==> src/common/iol_pkg.sv <==
// constants and types for the io-link port validation and backup block
// assumes a 50 mhz system clock and one port per instance
package iol_pkg;
	// validation level codes
	localparam logic [1:0] LVL_NONE = 2'h0;
	localparam logic [1:0] LVL_V10 = 2'h1;
	localparam logic [1:0] LVL_V11 = 2'h2;
	localparam logic [1:0] LVL_V11_BR = 2'h3;
	localparam logic [1:0] LVL_RESET = LVL_NONE;
	// cycle selection codes, 0 is fastest possible
	localparam logic [3:0] CYC_FAST = 4'h0;
	localparam logic [3:0] CYC_1P6 = 4'h1;
	localparam logic [3:0] CYC_3P2 = 4'h2;
	localparam logic [3:0] CYC_4P8 = 4'h3;
	localparam logic [3:0] CYC_8 = 4'h4;
	localparam logic [3:0] CYC_20P8 = 4'h5;
	localparam logic [3:0] CYC_40 = 4'h6;
	localparam logic [3:0] CYC_80 = 4'h7;
	localparam logic [3:0] CYC_120 = 4'h8;
	localparam logic [3:0] CYC_RESET = CYC_FAST;
	// cycle periods in units of 100 us
	localparam logic [11:0] PER_1P6 = 12'h010;
	localparam logic [11:0] PER_3P2 = 12'h020;
	localparam logic [11:0] PER_4P8 = 12'h030;
	localparam logic [11:0] PER_8 = 12'h050;
	localparam logic [11:0] PER_20P8 = 12'h0d0;
	localparam logic [11:0] PER_40 = 12'h190;
	localparam logic [11:0] PER_80 = 12'h320;
	localparam logic [11:0] PER_120 = 12'h4b0;
	// shortest period the master itself supports
	localparam logic [11:0] PER_MASTER_MIN = PER_1P6;
	// identifier reset values
	localparam logic [15:0] VID_RESET = 16'h0000;
	localparam logic [15:0] DID_RESET = 16'h0000;
	// store command that raises the device upload request
	localparam logic [15:0] STORE_INDEX = 16'h0002;
	localparam logic [7:0] STORE_SUBINDEX = 8'h00;
	localparam logic [7:0] STORE_VALUE = 8'h05;
	// port sequencing states
	typedef enum logic [2:0] {
		ST_IDLE,
		ST_CHECK,
		ST_DECIDE,
		ST_BACKUP,
		ST_RESTORE,
		ST_OPERATE,
		ST_MISMATCH
	} state_type;
endpackage : iol_pkg

==> src/verilog/id_check.sv <==
// one identifier comparison for the port validation block
// assumes expected and reported values are stable while compared
`timescale 1ns/1ns
`default_nettype none
module id_check
#(
	parameter int WIDTH = 16 // identifier width
)
(
	input wire logic enable_in, // compare only when high
	input wire logic [WIDTH-1:0] expected_in, // configured value
	input wire logic [WIDTH-1:0] reported_in, // value from device
	output logic match_out // high when equal or not checked
);
	// a disabled check passes, so the caller needs no extra gating
	always_comb
	begin
		match_out = !enable_in || (expected_in == reported_in);
	end
endmodule : id_check
`default_nettype wire

==> src/verilog/iol_port_validation_backup.sv <==
// per-port validation, backup/restore decision and cycle selection
// assumes same-clock device inputs and an engine doing the transfers
`timescale 1ns/1ns
`default_nettype none
// Notes on behaviour
// RQ1: four validation levels selectable per port
// RQ2: no-check level skips ids, backup, restore
// RQ3: v1.1 levels compare vendor and device ids
// RQ4: backup or restore only after type check passes
// RQ5: no valid stored set means upload parameters
// RQ6: store command sets upload flag, triggers backup
// RQ7: on attach, restore differing set unless locked
// RQ8: restore only with existing, suitable stored set
// RQ9: backup versus restore choice by data states
// RQ10: device raises upload flag after block writes
// RQ11: fastest option uses device period, master bounded
// RQ12: fixed periods 1.6 to 120 ms applied
// RQ13: vendor and device ids configurable, default zero
// RQ14: reset gives no check and fastest period
// RQ15: settings only act in manual port mode
// RQ16: id failure withholds data, flags mismatch
module iol_port_validation_backup
	import iol_pkg::*;
(
	input wire logic clk_in, // 50 mhz system clock
	input wire logic rst_n_in, // async reset, active low
	input wire logic clk_en_in, // freezes all state when low
	input wire logic manual_mode_in, // 1 manual, 0 autostart
	input wire logic cfg_load_in, // pulse, latch settings below
	input wire logic [1:0] level_cfg_in, // validation level
	input wire logic [3:0] cycle_cfg_in, // cycle selection
	input wire logic [15:0] vendor_cfg_in, // expected vendor id
	input wire logic [15:0] device_cfg_in, // expected device id
	input wire logic store_clear_in, // pulse, discard stored set
	input wire logic dev_attach_in, // pulse, new device seen
	input wire logic dev_detach_in, // pulse, device lost
	input wire logic [15:0] dev_vendor_in, // reported vendor id
	input wire logic [15:0] dev_device_in, // reported device id
	input wire logic [11:0] dev_min_cycle_in, // device min period
	input wire logic dev_data_valid_in, // device set valid
	input wire logic upload_request_flag_in, // device flag
	input wire logic dev_locked_in, // device storage locked
	input wire logic params_equal_in, // stored equals device
	input wire logic xfer_done_in, // pulse, transfer finished
	input wire logic cmd_write_in, // pulse, acyclic write
	input wire logic [15:0] cmd_index_in, // write index
	input wire logic [7:0] cmd_subindex_in, // write subindex
	input wire logic [7:0] cmd_value_in, // write value
	output logic param_store_command_out, // pulse, set flag
	output logic backup_start_out, // pulse, begin upload
	output logic restore_start_out, // pulse, begin download
	output logic busy_out, // transfer in progress
	output logic pd_enable_out, // process data allowed
	output logic mismatch_out, // identifier mismatch
	output logic stored_valid_out, // stored set present
	output logic [11:0] cycle_period_out // period, 100 us units
);
	// latched configuration
	logic [1:0] level_q, level_d; // selected level
	logic [3:0] cycle_q, cycle_d; // selected cycle option
	logic [15:0] vid_q, vid_d; // expected vendor id
	logic [15:0] did_q, did_d; // expected device id
	// stored parameter set bookkeeping
	logic stored_q, stored_d; // stored set valid
	logic [15:0] svid_q, svid_d; // vendor id of stored set
	logic [15:0] sdid_q, sdid_d; // device id of stored set
	// sequencing
	state_type state_q, state_d; // port state
	logic bstart_q, bstart_d; // backup start pulse
	logic rstart_q, rstart_d; // restore start pulse
	logic cmd_q, cmd_d; // store command pulse
	logic [11:0] per_q, per_d; // applied period
	// derived terms
	logic [1:0] eff_level; // level in force
	logic id_on; // identifiers checked
	logic vid_ok, did_ok; // vendor and device ids match
	logic suits; // stored set suits device
	logic [11:0] fast_per; // fastest usable period
	// autostart forces no check, whatever was configured
	// RQ15 manual mode gate
	assign eff_level = manual_mode_in ? level_q : LVL_NONE;
	// RQ3 v1.1 id check
	assign id_on = (eff_level == LVL_V11) || (eff_level == LVL_V11_BR);
	assign suits = (svid_q == dev_vendor_in) && (sdid_q == dev_device_in);
	// RQ11 bounded fastest
	assign fast_per = (dev_min_cycle_in > PER_MASTER_MIN) ?
		dev_min_cycle_in : PER_MASTER_MIN;
	// vendor identifier comparison
	id_check #(.WIDTH(16)) u_vid_check (
		.enable_in(id_on),
		.expected_in(vid_q),
		.reported_in(dev_vendor_in),
		.match_out(vid_ok)
	);
	// device identifier comparison
	id_check #(.WIDTH(16)) u_did_check (
		.enable_in(id_on),
		.expected_in(did_q),
		.reported_in(dev_device_in),
		.match_out(did_ok)
	);
	// configuration latch and period selection
	always_comb
	begin
		level_d = level_q;
		cycle_d = cycle_q;
		vid_d = vid_q;
		did_d = did_q;
		// RQ1 level latch
		if (cfg_load_in)
		begin
			level_d = level_cfg_in;
			cycle_d = cycle_cfg_in;
			// RQ13 id settings
			vid_d = vendor_cfg_in;
			did_d = device_cfg_in;
		end
		// RQ12 fixed periods
		unique case (manual_mode_in ? cycle_q : CYC_FAST)
			CYC_1P6: per_d = PER_1P6;
			CYC_3P2: per_d = PER_3P2;
			CYC_4P8: per_d = PER_4P8;
			CYC_8: per_d = PER_8;
			CYC_20P8: per_d = PER_20P8;
			CYC_40: per_d = PER_40;
			CYC_80: per_d = PER_80;
			CYC_120: per_d = PER_120;
			// unknown codes fall back to fastest
			default: per_d = fast_per;
		endcase
	end
	// store command decode, independent of port state
	// RQ6 store command decode
	always_comb
		cmd_d = cmd_write_in && (cmd_index_in == STORE_INDEX) &&
			(cmd_subindex_in == STORE_SUBINDEX) &&
			(cmd_value_in == STORE_VALUE);
	// port sequencing and stored set bookkeeping
	always_comb
	begin
		state_d = state_q;
		stored_d = stored_q;
		svid_d = svid_q;
		sdid_d = sdid_q;
		bstart_d = 1'b0;
		rstart_d = 1'b0;
		unique case (state_q)
			ST_IDLE:
				if (dev_attach_in)
					state_d = ST_CHECK;
			ST_CHECK:
				// RQ16 mismatch holds data
				if (!(vid_ok && did_ok))
					state_d = ST_MISMATCH;
				// RQ4 transfer after check
				else if (eff_level == LVL_V11_BR)
					state_d = ST_DECIDE;
				// RQ2 no backup level, no transfer
				else
					state_d = ST_OPERATE;
			ST_DECIDE:
				// RQ9 RQ5 backup when none stored
				if ((!stored_q && dev_data_valid_in) ||
					upload_request_flag_in)
				begin
					bstart_d = 1'b1;
					state_d = ST_BACKUP;
				end
				// RQ7 RQ8 restore suitable differing set
				else if (stored_q && suits && !params_equal_in &&
					!dev_locked_in)
				begin
					rstart_d = 1'b1;
					state_d = ST_RESTORE;
				end
				else
					state_d = ST_OPERATE;
			ST_BACKUP:
				if (xfer_done_in)
				begin
					stored_d = 1'b1;
					svid_d = dev_vendor_in;
					sdid_d = dev_device_in;
					state_d = ST_OPERATE;
				end
			ST_RESTORE:
				if (xfer_done_in)
					state_d = ST_OPERATE;
			ST_OPERATE:
				// RQ6 flag seen, upload again
				if (eff_level == LVL_V11_BR && upload_request_flag_in)
				begin
					bstart_d = 1'b1;
					state_d = ST_BACKUP;
				end
			ST_MISMATCH:
				// stays until the device goes away
				state_d = ST_MISMATCH;
		endcase
		// a clear during a backup loses to the backup's completion
		if (store_clear_in && !(state_q == ST_BACKUP && xfer_done_in))
			stored_d = 1'b0;
		// detach aborts any sequence, even a transfer in flight
		if (dev_detach_in)
		begin
			state_d = ST_IDLE;
			bstart_d = 1'b0;
			rstart_d = 1'b0;
		end
	end
	// all registers, frozen while the clock enable is low
	always_ff @(posedge clk_in or negedge rst_n_in)
	begin
		if (!rst_n_in)
		begin
			// RQ14 reset defaults
			level_q <= LVL_RESET;
			cycle_q <= CYC_RESET;
			vid_q <= VID_RESET;
			did_q <= DID_RESET;
			stored_q <= 1'b0;
			svid_q <= VID_RESET;
			sdid_q <= DID_RESET;
			state_q <= ST_IDLE;
			bstart_q <= 1'b0;
			rstart_q <= 1'b0;
			cmd_q <= 1'b0;
			per_q <= PER_MASTER_MIN;
		end
		else if (clk_en_in)
		begin
			level_q <= level_d;
			cycle_q <= cycle_d;
			vid_q <= vid_d;
			did_q <= did_d;
			stored_q <= stored_d;
			svid_q <= svid_d;
			sdid_q <= sdid_d;
			state_q <= state_d;
			bstart_q <= bstart_d;
			rstart_q <= rstart_d;
			cmd_q <= cmd_d;
			per_q <= per_d;
		end
	end
	// outputs straight from flip-flops or state decode
	assign param_store_command_out = cmd_q;
	assign backup_start_out = bstart_q;
	assign restore_start_out = rstart_q;
	assign busy_out = (state_q == ST_BACKUP) || (state_q == ST_RESTORE);
	assign pd_enable_out = (state_q == ST_OPERATE);
	assign mismatch_out = (state_q == ST_MISMATCH);
	assign stored_valid_out = stored_q;
	assign cycle_period_out = per_q;
	a_mismatch_blocks_pd: assert property (@(posedge clk_in) // RQ16
		disable iff (!rst_n_in) mismatch_out |-> !pd_enable_out)
		else $error("process data enabled during mismatch");
	a_idfail_to_mismatch: assert property (@(posedge clk_in) // RQ3
		disable iff (!rst_n_in)
		(clk_en_in && state_q == ST_CHECK && !vid_ok && !dev_detach_in)
		|=> mismatch_out)
		else $error("id failure did not raise mismatch");
	a_none_no_backup: assert property (@(posedge clk_in) // RQ2
		disable iff (!rst_n_in)
		(eff_level == LVL_NONE && state_q == ST_CHECK)
		|=> !busy_out ##1 !busy_out)
		else $error("transfer started at no-check level");
	a_start_needs_check: assert property (@(posedge clk_in) // RQ4
		disable iff (!rst_n_in)
		$rose(backup_start_out) || $rose(restore_start_out)
		|-> $past(state_q) == ST_DECIDE || $past(state_q) == ST_OPERATE)
		else $error("transfer started without type check");
	a_empty_store_backup: assert property (@(posedge clk_in) // RQ5
		disable iff (!rst_n_in)
		(clk_en_in && state_q == ST_DECIDE && !stored_q &&
		dev_data_valid_in && !dev_detach_in)
		|=> backup_start_out && busy_out)
		else $error("empty store did not trigger backup");
	a_store_cmd_pulse: assert property (@(posedge clk_in) // RQ6
		disable iff (!rst_n_in)
		(clk_en_in && cmd_write_in && cmd_index_in == STORE_INDEX &&
		cmd_subindex_in == STORE_SUBINDEX &&
		cmd_value_in == STORE_VALUE) |=> param_store_command_out)
		else $error("store command not forwarded");
	a_locked_no_restore: assert property (@(posedge clk_in) // RQ7
		disable iff (!rst_n_in)
		(state_q == ST_DECIDE && dev_locked_in) |=> !restore_start_out)
		else $error("restore despite locked storage");
	a_restore_needs_set: assert property (@(posedge clk_in) // RQ8
		disable iff (!rst_n_in)
		restore_start_out |-> $past(stored_q) && $past(suits))
		else $error("restore without suitable stored set");
	a_fixed_period: assert property (@(posedge clk_in) // RQ12
		disable iff (!rst_n_in)
		(clk_en_in && manual_mode_in && cycle_q == CYC_120)
		|=> cycle_period_out == PER_120)
		else $error("fixed period not applied");
	a_fast_bounded: assert property (@(posedge clk_in) // RQ11
		disable iff (!rst_n_in)
		cycle_period_out >= PER_MASTER_MIN)
		else $error("period below master minimum");
endmodule : iol_port_validation_backup
`default_nettype wire

==> config.mk <==
export PLATFORM = sky130hd
export DESIGN_NAME = iol_port_validation_backup
export DESIGN_NICKNAME = d
export VERILOG_FILES = /design/src/common/iol_pkg.sv /design/src/verilog/id_check.sv /design/src/verilog/iol_port_validation_backup.sv
export SDC_FILE = /design/constraint.sdc
export NUM_CORES = 1
export LEC_CHECK = 0
export ABC_AREA = 1
export BUFFER_PORTS_ARGS = -buffer_cell sky130_fd_sc_hd__buf_2
export CELL_PAD_IN_SITES_DETAIL_PLACEMENT = 0
export CELL_PAD_IN_SITES_GLOBAL_PLACEMENT = 1
export CORE_MARGIN = 5
export CORE_UTILIZATION = 38
export CTS_CLUSTER_DIAMETER = 30
export CTS_CLUSTER_SIZE = 10
export DETAILED_ROUTE_END_ITERATION = 10
export PLACE_DENSITY = 0.86
export SLEW_MARGIN = 20
export SYNTH_ARGS = -nofsm -noshare
export SYNTH_HDL_FRONTEND = slang
export SYNTH_SLANG_ARGS = --single-unit
==> constraint.sdc <==
create_clock -name clk_in -period 1.9 [get_ports clk_in]
set_input_delay 0.57 -clock clk_in [delete_from_list [all_inputs] [get_ports clk_in]]
set_output_delay 0.57 -clock clk_in [all_outputs]
set_load 0.1 [all_outputs]
# Word level (Yosys, flattened, before mapping)
# Index checks and enable logic that the tools add are counted.
totals:
  ff_bits: 89
  out_inout_bits: 19
  elab_cells: 93
classes:
  order_cmp: 1
  n_eq_ne: 25
  n_mux: 24
  n_reduce_logical: 31
op_table:
  columns: ["op", "n"]
  rows:
  - ["12-bit case mux with 8 select lines", 1]
  - ["16-bit == test", 4]
  - ["3-bit 2-to-1 mux", 7]
  - ["3-bit case mux with 6 select lines", 1]
  - ["16-bit by 2-bit == test with 1-bit output (second input constant)", 1]
  - ["4-bit by 3-bit == test with 1-bit output (second input constant)", 4]
  - ["12-bit by 5-bit > comparator with 1-bit output (second input constant)", 1]
  - ["1-bit logical AND", 12]
  - ["12-bit 2-to-1 mux", 1]
  - ["1-bit 2-to-1 mux", 11]
  - ["3-bit == test (second input constant)", 3]
  - ["4-bit by 2-bit == test with 1-bit output (second input constant)", 2]
  - ["8-bit by 3-bit == test with 1-bit output (second input constant)", 1]
  - ["8-bit logical NOT", 1]
  - ["3-bit by 2-bit == test with 1-bit output (second input constant)", 2]
  - ["3-bit AND reduction", 2]
  - ["1-bit logical NOT", 5]
  - ["1-bit logical OR", 5]
  - ["2-bit == test (second input constant)", 2]
  - ["4-bit by 1-bit == test with 1-bit output (second input constant)", 1]
  - ["4-bit == test (second input constant)", 1]
  - ["4-bit 2-to-1 mux", 1]
  - ["4-bit AND reduction", 1]
  - ["2-bit nonzero test", 2]
  - ["9 further kinds", 9]

# Depth between registers and ports, before layout
# Gate-level depths: netlist of the first run.
depth:
  ltp_word: 9
  mapped_depth: 13
  ltp_nobuf: 13

# Cells and area by module
# A second synthesis of the first run with hierarchy kept.
unflattened:
  cells_unflattened: 656
  hier_area_um2: 5038.6
modules_own_cells:
  columns: ["module", "n_inst", "cells_per_inst", "area_per_inst_um2", "seq_area_each_um2"]
  rows:
  - ["iol_port_validation_backup", 1, 472, 4347.9, 2228.4]
  - ["id_check", 2, 92, 345.3, 0.0]

# Worst setup path before layout of the first run
# Ideal clock, no wire load.
synth_path:
  kind: "register to output"
  from: "register state_q[1]"
  to: "output mismatch_out"
  t_arrival_ns: 1.910
  required_ns: 1.330
  path_slack_ns: -0.580
  stages_incl_launch_ff: 5
  n_path_buf: 0
  path_cell_list: "dfrtp_1 > inv_1 > nor2_1 > inv_1 > nor2_1"
synth_via:
  elab_chain_cells: 1
synth_lines:
  columns: ["element", "line_no", "source"]
  rows:
  - ["start, declared", "iol_port_validation_backup.sv:68", "state_type state_q, state_d;"]
  - ["start signal, assigned", "iol_port_validation_backup.sv:239", "state_q <= state_d;"]
  - ["3-bit == test", "iol_port_validation_backup.sv:252", "assign mismatch_out = (state_q == ST_MISMATCH);"]
  - ["end, declared", "iol_port_validation_backup.sv:54", "output logic mismatch_out,"]
# No other way between the ends.

# Final worst setup path of the first run
layout_path:
  from: "register state_q[0]"
  to: "output mismatch_out"
# The elaborated chain is that of the path after synthesis.

==> summary.txt, run 1 <==
Status: finished, violations left
Failing checks: negative setup slack
Fin crit share: 100%
Post-synthesis mux area share: 9.19%
Vias in the first global route: 4,579
Total Neg Setup Slack: -0.00199 ns
Die W: 125 um
Worst r2r dst: state_q[1]
Max_slew headroom: 66.3%
Max Cap Viol: 0
Worst reg-to-reg path cell count: 9
Design area: 0.00654 sq mm
CP max-delay cell: dfrtp_2
Worst vdd ir: 0.497 mV
Initial antenna violation count: 1
Vias post-DR: 4,527
Clock skew: 0.00490 ns
Seq pwr share: 39.1%
TritonCTS clock tree: done
Clk Latency, worst-skew pair: 0.35 ns
Yosys Warn Count: 0
Largest family of logic cells by synthesized area: simple AND/OR/NAND/NOR gates
Adder-cell share of the synthesized area: 0%
CP Cell Sequence: nor2_4, inv_2, nor2_4, buf_12
Fin. Hold Viols: 0
Final std cells w/o fill: 966
Bufs on Longest Clock Path: 2
Post-Synth Simple-Gate Area: 24.8%
FFs w/ async S/R, synth: 100%
Crit path max fanout: 5
Max incr delay on CP: 0.46 ns
Ports: 147
Register area: 0.00223 sq mm
Post-synthesis sequential area ratio: 44.3%
Synthesis-to-finish area growth: 30.0%
Gr usage total: 17.8%
Post-synth cell types: 39
PortBufs: 146
GR Util met1: 23.2%
P per Cell Area: 903 mW/mm^2
Final nets: 912
Worst Setup Path Type: reg2out
FF-to-FF Start: state_q[2]
Largest net degree at the start of global routing: 90
Most common cell on crit path: nor2_4
F_max: 526 MHz
WP data required: 1.33 ns
CP Buf/Inv Count: 2
Synth area leader: dfrtp_1
Grt peak-use layer: met2
Drt first pass iters: 5
Cts bufs inserted: 9
Antenna viol nets, final: 0
WL per Instance: 14.3 um
HPWL Detailed: 10,900 um
GP Congestion: 0.816
Clock Sinks: 89
Core Region: 0.0131 sq mm
Most used DFF post-synth: dfrtp_1
Final WL: 13,900 um
Setup-failing EPs final: 1
Multi-input gate area: 0.00248 sq mm
Syn Nets: 748
Placement Cell Area: 0.00611 sq mm
Synthesized area: 0.00503 sq mm
FILL cells: 1,275
CP delay by family, top: flip-flops
Cells after synthesis: 620
RSZ-0062 raised after global routing: true
Crit end category: output port
GR Overflow Total: 0
Hold Worst Slack: 0.234 ns
CTS clk-pin slew, worst paths: 0.07 ns
Number of synthesized flops with an enable pin: 0
Iteration-0 DRC Markers: 227
Total die area: 0.0156 sq mm
Internal power: 3.97 mW
Cell with the most instances after synthesis: nand2_1
Crit path DAT: 1.33 ns
Placed cell count: 941
Synth top area share: 43.8%
Critical Path Sink: mismatch_out
Initial Utilization: 38.4%
Final Max Tran Viols: 0
Flop-to-flop setup slack: 0.13 ns
Hold-fix buffers, CTS: 0
Num rows: 42
CTS root buffer: clkbuf_16
Min-delay worst type: in2async
Net switching power: 1.93 mW
Comb pwr share: 26.6%
Switching Share: 32.8%
Via density: 4.69
Synth top cells by count: 183 x nand2_1, 88 x dfrtp_1, 71 x inv_1, 64 x nor2_1, 36 x xnor2_1
DRC viols: 0
CP Depth: 4
Clock share of power: 34.2%
Syn avg cell area: 8.11 sq um
# H-tree levels: 3
Min cycle time layout: 1.90 ns
P_leak: 3.34 nW
Register bit count reported by yosys: 89
Xor/xnor cell area share of the yosys netlist: 7.49%
Worst Setup SP: state_q[0]
Met3 Track Usage GR: 4.31%
Main area contributors after synthesis: dfrtp_1 44%, nand2_1 14%, mux2_2 6.5%, xnor2_1 6.3%, inv_1 5.3%
Final WS setup: -0.00199 ns
Die Y: 125 um
Met2 usage: 28.9%
Worst-Margin Slew: 0.505 ns
Fraction of layout cells with a size suffix above 1: 31.8%
Synth Area in Compound Gates: 7.14%
CP Launch Type: flip-flop
First-pass GRT wire length: 22,300 um
-- worst min-delay path by stage --
stage / endpoint / cells after the start
floorplan: backup_start_out / 0
global placement: param_store_command_out / 2
detailed placement: param_store_command_out / 2
CTS: did_q[5] / 2
global route: did_q[5] / 2
finish: did_q[5] / 2
-- area by class of cell --
type | count | share of cell area (%)
Multi-Input combinational cell | 444 | 37.9
Antenna cell | 1 | 0.0383
Inverter | 74 | 4.33
Timing Repair Buffer | 166 | 15.0
Clock buffer | 12 | 4.08
Clock inverter | 4 | 1.13
Tap cell | 176 | 3.37
Sequential cell | 89 | 34.2
-- sequential cells by signal (all words and copies together), names as in the netlist --
name,count
cycle_q,4
did_q,16
level_q,2
stored_valid_out,1
backup_start_out,1
svid_q,16
vid_q,16
restore_start_out,1
state_q,3
sdid_q,16
param_store_command_out,1
cycle_period_out,12
-- stage by stage --
stage                     util (%)  worst slack [ns]  power [mW]
after floorplan                  -         -0.000213        3.38
after CTS                     49.6           -0.0163        5.94
final                         49.9          -0.00199        5.90
after global routing          49.9           -0.0375        6.20
after global placement        46.7            0.0300        3.84
after detailed placement      46.7            0.0240        3.89
-- routing by layer --
layer	wire length [um]	part of all wire, %
met1	6090	44
met2	6590	48
met3	829	6.0
met4	342	2.5
met5	0	0
-- kinds of logic after synthesis --
group | Yosys count
XOR/XNOR | 43
flip-flops | 89
multiplexers | 38
buffers and inverters | 87
AO/OA/AOI/OAI | 63
AND/OR/NAND/NOR | 300
-- repair_timing --
action,in CTS,in global routing
buffers inserted,5,3
pin swaps,4,4
resized for setup,6,4
endpoints found under the hold margin,0,0
gates cloned,0,0
setup endpoints to repair,3,3
-- placed cells by master, fill, tap and decap left out, types with 2 or more instances in the layout --
master / netlist / routed
dfrtp_2: 0 / 3
xor2_1: 7 / 7
nor3_1: 9 / 9
nor4_1: 7 / 7
mux2_2: 29 / 29
inv_2: 2 / 3
dfrtp_1: 88 / 85
nor2_1: 64 / 61
and2_1: 3 / 3
nor2_2: 2 / 3
o22ai_1: 2 / 2
nand3_1: 18 / 17
buf_2: 7 / 142
xnor2_1: 36 / 36
nor2_4: 2 / 4
nand2_2: 5 / 7
mux2_4: 9 / 9
clkbuf_8: 0 / 3
o21ai_0: 30 / 30
bufinv_16: 0 / 2
nand2_1: 183 / 181
a31oi_1: 5 / 5
inv_1: 71 / 69
inv_4: 1 / 2
buf_4: 0 / 17
nand4_1: 3 / 3
clkbuf_16: 0 / 9
buf_12: 0 / 7
a21oi_1: 17 / 17
-- power groups by stage --
| stage | Clock (mW) | Combinational [mW] | Sequential, mW |
|---|---|---|---|
| after global placement | 0 | 1.52 | 2.32 |
| after global routing | 2.14 | 1.72 | 2.34 |
| after CTS | 2.06 | 1.57 | 2.31 |
| after floorplan | 0 | 0.750 | 2.63 |
| after detailed placement | 0 | 1.55 | 2.34 |
| final | 2.02 | 1.57 | 2.31 |
Note: power is estimated with default switching activity, not from simulation.
==> run 2: changes to the inputs <==
Settings changed: CORE_UTILIZATION 38 to 34, PLACE_DENSITY 0.86 to 0.81.
Clock period 1.9 ns to 1.7 ns, I/O delays scaled along.
==> run 2 against run 1 <==
Against the previous run: clock skew increased by 0.0041 ns; the run still ends with negative setup slack left; utilization is 4.3 points lower; final cell count up 2.6%; cell area up 1.6%; routed wire length fell by 0.53%; critical path depth decreased by 1; highest routed layer unchanged; non-clock buffer count up 17; sequential power rose by 12%; die area up 11%; flip-flop and latch count stayed put; via count fell by 2.5%.
==> summary.txt, run 2 (same netlist as run 1, synthesis figures left out) <==
Total die area: 0.0173 sq mm (was 0.0156 sq mm)
FILL cells: 1,488 (was 1,275)
Status: finished, violations left (unchanged)
Final WL: 13,800 um (was 13,900 um)
Crit path max fanout: 5 (unchanged)
Iteration-0 DRC Markers: 248 (was 227)
Core Region: 0.0145 sq mm (was 0.0131 sq mm)
Worst Setup Path Type: reg2out (unchanged)
PortBufs: 146 (unchanged)
Design area: 0.00664 sq mm (was 0.00654 sq mm)
Fraction of layout cells with a size suffix above 1: 33.1% (was 31.8%)
GP Congestion: 0.819 (was 0.816)
Final nets: 929 (was 912)
RSZ-0062 raised after global routing: true (unchanged)
Die W: 132 um (was 125 um)
Worst reg-to-reg path cell count: 10 (was 9)
Clock Sinks: 89 (unchanged)
Final Max Tran Viols: 0 (unchanged)
GR Overflow Total: 0 (unchanged)
Worst-Margin Slew: 0.512 ns (was 0.505 ns)
Worst Setup SP: state_q[0] (unchanged)
Clock skew: 0.00899 ns (was 0.00490 ns)
Die Y: 132 um (was 125 um)
Largest net degree at the start of global routing: 48 (was 90)
# H-tree levels: 3 (unchanged)
Post-placement setup slack: -0.138 ns (was 0.0240 ns)
Placement Cell Area: 0.00628 sq mm (was 0.00611 sq mm)
DRC viols: 0 (unchanged)
CTS root buffer: clkbuf_16 (unchanged)
Max Cap Viol: 0 (unchanged)
Gr usage total: 15.8% (was 17.8%)
Fin crit share: 108%
CP Launch Type: flip-flop (unchanged)
P per Cell Area: 951 mW/mm^2 (was 903 mW/mm^2)
F_max: 546 MHz
WP data required: 1.19 ns (was 1.33 ns)
Vias post-DR: 4,416 (was 4,527)
P_leak: 3.40 nW (was 3.34 nW)
Num rows: 44 (was 42)
Cts bufs inserted: 9 (unchanged)
Worst vdd ir: 0.394 mV (was 0.497 mV)
Failing checks: negative setup slack (unchanged)
WL per Instance: 13.9 um (was 14.3 um)
Commonest non-fill, non-tap cell in the layout: nand2_1 (unchanged)
Min-delay worst type: in2async (unchanged)
Synthesis-to-finish area growth: 32.1% (was 30.0%)
Clk Latency, worst-skew pair: 0.35 ns (about the same)
Initial antenna violation count: 1 (unchanged)
CP max-delay cell: dfrtp_2 (unchanged)
Multi-input gate area: 0.00248 sq mm (about the same)
Crit end category: output port (unchanged)
Register area: 0.00223 sq mm (unchanged)
Worst r2r dst: state_q[0] (was state_q[1])
Ports: 147 (unchanged)
Bufs on Longest Clock Path: 2 (unchanged)
Total power: 6.31 mW (was 5.90 mW)
CP Cell Sequence: inv_2, nor3_4, buf_12 (was nor2_4, inv_2, nor2_4, buf_12)
TritonCTS clock tree: done (unchanged)
Setup-failing EPs final: 3 (was 1)
Flop-to-flop setup slack: 0.13 ns (about the same)
Antenna viol nets, final: 0 (unchanged)
Max incr delay on CP: 0.44 ns (was 0.46 ns)
Commonest non-fill, non-tap cells in the layout: 181 x nand2_1, 141 x buf_2, 85 x dfrtp_1 (was 181 x nand2_1, 142 x buf_2, 85 x dfrtp_1)
CTS clk-pin slew, worst paths: 0.06 ns (was 0.07 ns)
Vias in the first global route: 4,255 (was 4,579)
HPWL Detailed: 11,000 um (was 10,900 um)
Final WS setup: -0.131 ns (was -0.00199 ns)
Crit path DAT: 1.32 ns (was 1.33 ns)
Fin. Hold Viols: 0 (unchanged)
First-pass GRT wire length: 21,900 um (was 22,300 um)
Min cycle time layout: 1.83 ns
FF-to-FF Start: svid_q[7] (was state_q[2])
Via density: 4.46 (was 4.69)
Drt first pass iters: 5 (unchanged)
Initial Utilization: 34.6% (was 38.4%)
Max_slew headroom: 66.1% (was 66.3%)
-- run 2: cell types whose count changed in the layout (fill, tap and decap cells not counted), sizes merged --
cell      change
clkinv        -1
clkbuf        +2
clkinvlp      +1
buf          +17
bufinv        -2
-- run 2: layout make-up --
type                            instances  area share [%]
Multi-Input combinational cell        444            37.4
Timing Repair Buffer                  183            17.1
Sequential cell                        89            33.6
Inverter                               74            4.22
Tap cell                              184            3.47
Clock buffer                           14            3.98
Antenna cell                            1          0.0377
Clock inverter                          2           0.188
-- run 2: stage by stage --
step / hold slack [ns] / TNS (ns) / cells / util [%]
final: 0.143 / -0.355 / 991 / 45.7
after global routing: 0.162 / -0.534 / 991 / 45.7
after CTS: 0.144 / -0.402 / 987 / 45.4
after detailed placement: 0.470 / -0.482 / 967 / 43.2
after global placement: 0.461 / -0.403 / 967 / 43.2
after floorplan: 0.214 / -0.708 / 620 / -
-- run 2: how the worst max path moves through the flow --
stage,cells past startpoint,slack (ns),to
floorplan,8,-0.19,state_q[2]
finish,3,-0.13,pd_enable_out
global placement,11,-0.13,state_q[0]
detailed placement,11,-0.14,state_q[0]
CTS,5,-0.16,mismatch_out
global route,4,-0.18,busy_out
-- run 2: repair_timing --
item	CTS	global route
setup buffers	4	3
endpoints found under the setup margin	3	5
resized for setup	6	4
pin swaps	3	6
hold buffers	0	0
-- run 2: layer usage --
layer  GRT usage (%)  routed length [um]  vias up
li1                -                   -     2321
met1            21.2                6300     1973
met2            25.0                6370      109
met3            4.09                 878       13
met4            5.14                 232        0
met5               0                   0        -
-- run 2: power breakdown --
group	switching (mW)	total (mW)	internal (mW)
Clock	0.836	1.91	1.07
Combinational	1.12	1.83	0.709
Sequential	0.195	2.58	2.38
-- run 2: worst max-delay path, delay by kind of cell (launching register included) --
kind	cells	cell delay, ns
and+or+nand+nor	1	0.25
DFF	1	0.44
buffers and inverters	2	0.28
